**config.mk**
```make
export PLATFORM = sky130hd
export DESIGN_NAME = irq_ctrl
export DESIGN_NICKNAME = d
export VERILOG_FILES = /design/src/irq_ctrl_pkg.sv /design/src/irq_vector_rom.sv /design/src/irq_ctrl.sv
export SDC_FILE = /design/constraint.sdc
export NUM_CORES = 1
export LEC_CHECK = 0
export BUFFER_PORTS_ARGS = -buffer_cell sky130_fd_sc_hd__buf_2
export CORE_ASPECT_RATIO = 1.4
export CORE_MARGIN = 5
export CORE_UTILIZATION = 40
export DETAILED_ROUTE_END_ITERATION = 7
export GPL_ROUTABILITY_DRIVEN = 0
export PLACE_DENSITY = 0.72
export SYNTH_ARGS = -nofsm -noshare
export SYNTH_HDL_FRONTEND = slang
export SYNTH_HIERARCHICAL = 1
export SYNTH_SLANG_ARGS = --single-unit
```
**constraint.sdc**
```tcl
create_clock -name CLK -period 3.95 [get_ports CLK]
set_clock_uncertainty 0.15 [all_clocks]
set_input_delay 0.1975 -clock CLK [delete_from_list [all_inputs] [get_ports CLK]]
set_output_delay 0.1975 -clock CLK [all_outputs]
set_load 0.005 [all_outputs]
```
**src/irq_ctrl_pkg.sv**
```systemverilog
// Constants for the two-level interrupt controller
package irq_ctrl_pkg;
  localparam int NUM_SRC = 18;
  localparam int SRC_W   = 5;
  localparam int VEC_W   = 16;
  localparam int LVL_LOW  = 0;
  localparam int LVL_HIGH = 1;
  localparam logic [7:0] ENABLE_RESET   = 8'h00;
  localparam logic [7:0] PRIORITY_RESET = 8'h00;
  localparam int GLOBAL_EN_BIT = 7;
  // Fixed vector base and stride, one constant address per source
  localparam logic [VEC_W-1:0] VEC_BASE   = 16'h0003;
  localparam logic [VEC_W-1:0] VEC_STRIDE = 16'h0008;
  // Detect cycle before the call is signalled
  localparam int DETECT_CYCLES = 1;
  localparam int CALL_CYCLES   = 4;
  localparam int MIN_RESPONSE  = DETECT_CYCLES + CALL_CYCLES;
  localparam int DEPTH_W       = 2;
endpackage

```
**src/irq_vector_rom.sv**
```systemverilog
// Registered table of fixed service addresses, one per source
`timescale 1ns/100ps
module irq_vector_rom
  import irq_ctrl_pkg::*;
(
  // Clock and reset
  input  wire logic                 clk,
  input  wire logic                 rst,
  // Lookup
  input  wire logic [SRC_W-1:0]     src,
  output logic      [VEC_W-1:0]     vec
);
  logic [VEC_W-1:0] table_mem [NUM_SRC];

  for (genvar i = 0; i < NUM_SRC; i++) begin : g_tab
    assign table_mem[i] = VEC_BASE + VEC_W'(i) * VEC_STRIDE;
  end

  always_ff @(posedge clk) begin
    if (rst) begin
      vec <= '0;
    end else if (src < SRC_W'(NUM_SRC)) begin
      vec <= table_mem[src];
    end else begin
      vec <= '0;
    end
  end
endmodule

```
**src/irq_ctrl.sv**
```systemverilog
// Two-level interrupt controller with fixed in-level order
//
// Notes on behaviour
// - Eighteen sources, two priority levels.
// - Source events set pending flag regardless enable.
// - Enabled pending flag raises request after instruction.
// - Return resumes interrupted instruction stream.
// - Disabled pending flags produce no request.
// - Per-source enable bit in three registers.
// - Global enable gates all individual enables.
// - Clear race: multi-cycle next instruction blocks.
// - Cleared enable reads zero inside routine.
// - Some flags cleared by hardware on vector.
// - Flag still set after return re-requests.
// - Software write of one acts as event.
// - High preempts low; high never preempted.
// - Per-source priority bit, resets to low.
// - Higher level served first when simultaneous.
// - Same level decided by fixed source order.
// - Sampled and decoded every clock cycle.
// - One instruction completes after return before call.
// - Equal or lower level waits for return plus one.
`timescale 1ns/100ps
module irq_ctrl
  import irq_ctrl_pkg::*;
(
  // Clock and reset
  input  wire logic                          CLK,
  input  wire logic                          RST,
  // Source events and software pending writes
  input  wire logic [irq_ctrl_pkg::NUM_SRC-1:0] SRC_EVENT,
  input  wire logic [irq_ctrl_pkg::NUM_SRC-1:0] PEND_SET,
  input  wire logic [irq_ctrl_pkg::NUM_SRC-1:0] PEND_CLR,
  input  wire logic [irq_ctrl_pkg::NUM_SRC-1:0] HW_CLEAR_MASK,
  // Enable and priority writes
  input  wire logic                          EN_WE,
  input  wire logic [7:0]                    INTERRUPT_ENABLE_WDATA,
  input  wire logic                          EXT_EN1_WE,
  input  wire logic [7:0]                    EXT_EN1_WDATA,
  input  wire logic                          EXT_EN2_WE,
  input  wire logic [7:0]                    EXT_EN2_WDATA,
  input  wire logic                          PRI_WE,
  input  wire logic [7:0]                    PRI0_WDATA,
  input  wire logic                          EXT_PRI1_WE,
  input  wire logic [7:0]                    EXT_PRI1_WDATA,
  input  wire logic                          EXT_PRI2_WE,
  input  wire logic [7:0]                    EXT_PRI2_WDATA,
  // CPU sequencer handshake
  input  wire logic                          INSTR_DONE,
  input  wire logic                          INSTR_MULTI,
  input  wire logic                          RETURN_FROM_INTERRUPT_INSTR_DONE,
  input  wire logic                          IRQ_ACK,
  output logic                               IRQ_REQ,
  output logic [irq_ctrl_pkg::VEC_W-1:0]     IRQ_VECTOR,
  output logic [irq_ctrl_pkg::SRC_W-1:0]     IRQ_SRC,
  // Status
  output logic [irq_ctrl_pkg::NUM_SRC-1:0]   PENDING,
  output logic [7:0]                         INTERRUPT_ENABLE_RDATA,
  output logic [7:0]                         EXT_EN1_RDATA,
  output logic [7:0]                         EXT_EN2_RDATA,
  output logic [7:0]                         PRI0_RDATA,
  output logic [7:0]                         EXT_PRI1_RDATA,
  output logic [7:0]                         EXT_PRI2_RDATA,
  output logic                               IN_SERVICE_LOW,
  output logic                               IN_SERVICE_HIGH
);
  import irq_ctrl_pkg::*;

  typedef enum logic [1:0] {ST_RUN, ST_CALL, ST_HOLD} seq_e;

  ////////////////////////////////////////////////////////////////////////
  logic [7:0]         interrupt_enable_reg;
  logic [7:0]         ext_enable_reg_1;
  logic [7:0]         ext_enable_reg_2;
  logic [7:0]         pri0_reg;
  logic [7:0]         ext_priority_reg_1;
  logic [7:0]         ext_priority_reg_2;
  logic [NUM_SRC-1:0] pend_reg;
  logic [NUM_SRC-1:0] pend_next;
  logic               act_low_reg;
  logic               act_high_reg;
  logic               hold_reg;
  logic               block_reg;
  logic               req_reg;
  logic [SRC_W-1:0]   src_reg;
  seq_e               st_reg;
  seq_e               st_next;

  ////////////////////////////////////////////////////////////////////////
  // Lowest index wins within a level
  function automatic logic [SRC_W-1:0] first_set(
    input logic [NUM_SRC-1:0] v);
    logic [SRC_W-1:0] r;
    r = '0;
    for (int i = NUM_SRC - 1; i >= 0; i--) begin
      if (v[i]) begin
        r = SRC_W'(i);
      end
    end
    return r;
  endfunction

  wire logic [23:0]        en_all = {ext_enable_reg_2, ext_enable_reg_1,
                                     1'b0, interrupt_enable_reg[6:0]};
  wire logic [23:0]        pri_all = {ext_priority_reg_2, ext_priority_reg_1,
                                      1'b0, pri0_reg[6:0]};
  wire logic [NUM_SRC-1:0] en_vec = {en_all[18:8], en_all[6:0]};
  wire logic [NUM_SRC-1:0] pri_vec = {pri_all[18:8], pri_all[6:0]};
  wire logic               global_en = interrupt_enable_reg[GLOBAL_EN_BIT];
  wire logic [NUM_SRC-1:0] live =
    pend_reg & en_vec & {NUM_SRC{global_en}};
  wire logic [NUM_SRC-1:0] live_high = live & pri_vec;
  wire logic [NUM_SRC-1:0] live_low  = live & ~pri_vec;
  wire logic               any_high = |live_high;
  wire logic               any_low  = |live_low;
  // High may enter unless high already active; low only when idle
  wire logic               ok_high = any_high & ~act_high_reg;
  wire logic               ok_low  = any_low & ~act_high_reg
                                     & ~act_low_reg;
  wire logic [SRC_W-1:0]   win_src = ok_high ? first_set(live_high)
                                             : first_set(live_low);
  // Race: a multi-cycle instruction after an enable clear blocks entry
  wire logic               fire = (ok_high | ok_low) & INSTR_DONE
                                  & ~hold_reg & ~block_reg;
  wire logic [VEC_W-1:0]   rom_vec;
  wire logic               en_clear =
    (EN_WE & |(interrupt_enable_reg & ~INTERRUPT_ENABLE_WDATA))
    | (EXT_EN1_WE & |(ext_enable_reg_1 & ~EXT_EN1_WDATA))
    | (EXT_EN2_WE & |(ext_enable_reg_2 & ~EXT_EN2_WDATA));

  irq_vector_rom u_rom (
    .clk (CLK),
    .rst (RST),
    .src (win_src),
    .vec (rom_vec)
  );

  ////////////////////////////////////////////////////////////////////////
  // Sequencing between request and acknowledge
  always_comb begin
    st_next = st_reg;
    case (st_reg)
      ST_RUN:  if (fire) st_next = ST_CALL;
      ST_CALL: if (IRQ_ACK) st_next = ST_RUN;
      ST_HOLD: st_next = ST_RUN;
      default: st_next = ST_RUN;
    endcase
  end

  // Set wins over clear; hardware clears selected flags on vector
  generate
    for (genvar i = 0; i < NUM_SRC; i++) begin : g_pend
      wire logic hw_clr = (st_reg == ST_CALL) & IRQ_ACK
                          & (src_reg == SRC_W'(i)) & HW_CLEAR_MASK[i];
      assign pend_next[i] = SRC_EVENT[i] | PEND_SET[i]
        | (pend_reg[i] & ~PEND_CLR[i] & ~hw_clr);
    end
  endgenerate

  ////////////////////////////////////////////////////////////////////////
  always_ff @(posedge CLK) begin
    if (RST) begin
      pend_reg <= '0;
      st_reg   <= ST_RUN;
    end else begin
      pend_reg <= pend_next;
      st_reg   <= st_next;
    end
  end

  // Enable and priority registers; reads return the stored bit
  always_ff @(posedge CLK) begin
    if (RST) begin
      interrupt_enable_reg <= ENABLE_RESET;
      ext_enable_reg_1     <= ENABLE_RESET;
      ext_enable_reg_2     <= ENABLE_RESET;
      pri0_reg             <= PRIORITY_RESET;
      ext_priority_reg_1   <= PRIORITY_RESET;
      ext_priority_reg_2   <= PRIORITY_RESET;
    end else begin
      if (EN_WE) interrupt_enable_reg <= INTERRUPT_ENABLE_WDATA;
      if (EXT_EN1_WE) ext_enable_reg_1 <= EXT_EN1_WDATA;
      if (EXT_EN2_WE) ext_enable_reg_2 <= EXT_EN2_WDATA;
      if (PRI_WE) pri0_reg <= PRI0_WDATA;
      if (EXT_PRI1_WE) ext_priority_reg_1 <= EXT_PRI1_WDATA;
      if (EXT_PRI2_WE) ext_priority_reg_2 <= EXT_PRI2_WDATA;
    end
  end

  // Enable-clear race window closes on a single-cycle follower
  always_ff @(posedge CLK) begin
    if (RST) begin
      block_reg <= 1'b0;
    end else if (en_clear) begin
      block_reg <= 1'b1;
    end else if (INSTR_DONE) begin
      block_reg <= block_reg & INSTR_MULTI;
    end
  end

  // After a return, one more instruction completes first
  always_ff @(posedge CLK) begin
    if (RST) begin
      hold_reg <= 1'b0;
    end else if (RETURN_FROM_INTERRUPT_INSTR_DONE) begin
      hold_reg <= 1'b1;
    end else if (INSTR_DONE) begin
      hold_reg <= 1'b0;
    end
  end

  // Active levels: entry on acknowledge, exit on return
  always_ff @(posedge CLK) begin
    if (RST) begin
      act_low_reg  <= 1'b0;
      act_high_reg <= 1'b0;
    end else if (st_reg == ST_CALL && IRQ_ACK) begin
      if (pri_vec[src_reg]) begin
        act_high_reg <= 1'b1;
      end else begin
        act_low_reg <= 1'b1;
      end
    end else if (RETURN_FROM_INTERRUPT_INSTR_DONE) begin
      if (act_high_reg) begin
        act_high_reg <= 1'b0;
      end else begin
        act_low_reg <= 1'b0;
      end
    end
  end

  // Request and source stand together until acknowledge; vector follows the current winner
  always_ff @(posedge CLK) begin
    if (RST) begin
      req_reg <= 1'b0;
      src_reg <= '0;
    end else if (st_reg == ST_RUN && fire) begin
      req_reg <= 1'b1;
      src_reg <= win_src;
    end else if (st_reg == ST_CALL && IRQ_ACK) begin
      req_reg <= 1'b0;
    end
  end

  ////////////////////////////////////////////////////////////////////////
  always_ff @(posedge CLK) begin
    if (RST) begin
      PENDING                <= '0;
      INTERRUPT_ENABLE_RDATA <= '0;
      EXT_EN1_RDATA          <= '0;
      EXT_EN2_RDATA          <= '0;
      PRI0_RDATA             <= '0;
      EXT_PRI1_RDATA         <= '0;
      EXT_PRI2_RDATA         <= '0;
      IN_SERVICE_LOW         <= 1'b0;
      IN_SERVICE_HIGH        <= 1'b0;
    end else begin
      PENDING                <= pend_next;
      INTERRUPT_ENABLE_RDATA <= interrupt_enable_reg;
      EXT_EN1_RDATA          <= ext_enable_reg_1;
      EXT_EN2_RDATA          <= ext_enable_reg_2;
      PRI0_RDATA             <= pri0_reg;
      EXT_PRI1_RDATA         <= ext_priority_reg_1;
      EXT_PRI2_RDATA         <= ext_priority_reg_2;
      IN_SERVICE_LOW         <= act_low_reg;
      IN_SERVICE_HIGH        <= act_high_reg;
    end
  end

  assign IRQ_REQ    = req_reg;
  assign IRQ_SRC    = src_reg;
  assign IRQ_VECTOR = rom_vec;
endmodule

```
==> impl_metrics.env <==
export IMPL_rr_worst_depth=6
export IMPL_leakage_nw=3.88
export IMPL_hold_depth=3
export IMPL_async_flop_share_pct=0
export IMPL_grt_usage_pct=22.8
export IMPL_vias=5565
export IMPL_synth_area_mux_share_pct=11.4
export IMPL_rows=51
export IMPL_dp_hpwl_um=13500
export IMPL_slew_headroom_pct=30.5
export IMPL_drv_slew=0
export IMPL_largest_register="PENDING"
export IMPL_drive_gt1_share_pct=27.9
export IMPL_via_per_inst=5.07
export IMPL_antenna_found_initial=0
export IMPL_core_area_sq_um=13800
export IMPL_grt_max_degree=104
export IMPL_path_depth=6
export IMPL_ys_ff_latch=133
export IMPL_fin_util_pct=58.8
export IMPL_netlist_area_sq_um=5560
export IMPL_power_density_nw_per_um2=409
export IMPL_start_kind="flip-flop"
export IMPL_numPortBuffers=212
export IMPL_crit_top_cell="nor3_1"
export IMPL_die_area_sq_um=16400
export IMPL_required_ns=4.06
export IMPL_fmax_mhz=344
export IMPL_multi_input_area_sq_um=2560
export IMPL_hold_viol_final=0
export IMPL_htree_levels=4
export IMPL_setup_tns_ns=0
export IMPL_antennaDiodeCount=0
export IMPL_cp_max_fo=13
export IMPL_dp_slack_ns=1.38
export IMPL_overflow=0
export IMPL_yosysSeqAreaShare_pct=47.9
export IMPL_slowest_delay_ns=0.73
export IMPL_drv_cap=0
export IMPL_setup_violations=0
export IMPL_clock_sinks=133
export IMPL_die_h_um=150
export IMPL_worstPathCellList="inv_1, nor3_1, a311oi_1, nor3_1, dlygate4sd3_1, nor2_1"
export IMPL_seqCellArea_sq_um=2660
export IMPL_ctsLongestPathBuffers=2
export IMPL_worst_pin_slew_ns=1.04
export IMPL_synth_flop_cell="dfxtp_1"
export IMPL_drt_first_iter_violations=335
export IMPL_finalWorstSetupSlack_ns=1.04
export IMPL_drt_wl_total_um=18800
export IMPL_layout_min_cycle_time_ns=2.91
export IMPL_synth_compound_area_share_pct=10.5
export IMPL_hold_path_class="primary input to flip-flop"
export IMPL_final_nets=1031
export IMPL_cts_tree="done"
export IMPL_post_route_drc_count=0
export IMPL_ys_types=51
export IMPL_grt_pass1_wl_um=28700
export IMPL_initial_core_util_pct=40.4
export IMPL_final_common_cell="buf_2"
export IMPL_grt_pass1_vias=5681
export IMPL_clkTransAtPathRegs_ns=0.06
export IMPL_design_power_total_mw=3.32
export IMPL_cp_end_kind="flip-flop"
export IMPL_rsz0062_at_grt="no"
export IMPL_final_cell_mix="buf_2 (211), dfxtp_1 (133), nor2_1 (110)"
export IMPL_worst_path_max_delay_cell="dfxtp_1"
export IMPL_synthSimpleGateAreaFrac_pct=23.5
export IMPL_first_pass_iters=7
export IMPL_outcome="complete, no violations"
export IMPL_syn_avg_cell_area_sq_um=9.09
export IMPL_path_delay_family="simple AND/OR/NAND/NOR gates"
export IMPL_detail_route_antenna_nets=0
export IMPL_die_w_um=110
export IMPL_io_pins=222
export IMPL_nFillCells=1232
export IMPL_clock_latency_ns=0.41
export IMPL_yosysWarnings=6
export IMPL_root_buffer="clkbuf_16"
export IMPL_numCtsBuffers=17
export IMPL_worstPathArrival_ns=3.02
export IMPL_fin_crit_sh_pct=73.6
export IMPL_areaGrowthSynthToFinish_pct=45.8
export IMPL_path_buf_inv=2
export IMPL_irDropWorstVdd_uv=292
export IMPL_synth_fa_ha_area_share_pct=0
export IMPL_synth_edff_count=0
export IMPL_largest_reg_flops=18
export IMPL_synth_top_family_by_area="simple AND/OR/NAND/NOR gates"
export IMPL_yosys_area_share_xor_xnor_pct=0
export IMPL_netlist_instances=612
export IMPL_detail_route_wl_per_cell_um=17.1
export IMPL_critPathKind="flip-flop to flip-flop"
## tightest hold or removal path: stages
cell	delay, ns
buf_2	0.09
o21ai_0	0.07
a41oi_1	0.18
## cell families (layout without fill, tap and decap cells)
kind of cell           after synthesis  count (layout)
AO/OA/AOI/OAI                       81              81
buffers and inverters               86             378
flip-flops                         133             133
multiplexers                        57              57
other                                1               9
AND/OR/NAND/NOR                    254             254
## cell usage after synthesis (all sizes together) (3+ instances only)
| cell | number | area share, % |
|---|---|---|
| nor4 | 5 | 0.67 |
| nand4b | 19 | 3.0 |
| mux4 | 5 | 2.0 |
| nor2 | 110 | 7.4 |
| o41ai | 4 | 0.63 |
| nor3 | 21 | 1.9 |
| clkbuf | 23 | 1.6 |
| and2 | 7 | 0.81 |
| a41oi | 3 | 0.47 |
| o21ai | 11 | 0.99 |
| o22ai | 12 | 1.3 |
| a311oi | 18 | 2.8 |
| nand3 | 4 | 0.36 |
| nand4 | 29 | 3.3 |
| inv | 46 | 3.1 |
| mux2i | 52 | 9.4 |
| o21a | 3 | 0.40 |
| buf | 17 | 2.0 |
| dfxtp | 133 | 48 |
| nand2b | 7 | 0.79 |
| and3 | 3 | 0.34 |
| a21oi | 15 | 1.3 |
| nor2b | 26 | 2.9 |
| nand2 | 18 | 1.2 |
## through the flow
step	std cells	hold slack [ns]	area, sq um
floorplan	620	0.117	5590
detailed placement	979	0.267	6700
finish	1097	0.0242	8110
CTS	1097	0.0102	8110
global placement	979	0.255	6700
global route	1097	0.0683	8110
## layout make-up
cell class | instances | area share (%)
Timing Repair Buffer | 300 | 23.9
Inverter | 46 | 2.13
Tap cell | 185 | 2.85
Clock inverter | 9 | 0.972
Multi-Input combinational cell | 401 | 31.5
Sequential cell | 133 | 32.8
Clock buffer | 23 | 5.77
## report_power, final
group | internal, mW | switching, mW
Sequential | 1.41 | 0.0709
Clock | 0.893 | 0.559
Combinational | 0.210 | 0.175
## layer usage
layer,part of all wire [%],global-route usage (%)
met1,39,26.3
met2,51,40.4
met3,6.5,4.49
met4,2.9,9.67
met5,0,0
## worst paths after layout
kind                                           from                to  slack (ns)
worst min register to register  ext_enable_reg_2[5]  EXT_EN2_RDATA[5]        0.30
worst max-delay path                     IRQ_SRC[0]        PENDING[5]        1.04
worst max register to register           IRQ_SRC[0]        PENDING[5]        1.04
worst min-delay path                    INSTR_MULTI         block_reg        0.02
## what timing repair did
action                    in CTS  in global routing
buffers inserted               0                  0
hold buffers                  86                  0
hold endpoints to repair      69                  0
resized for setup              0                  0
No activity file was read; power rests on OpenSTA's default activity.
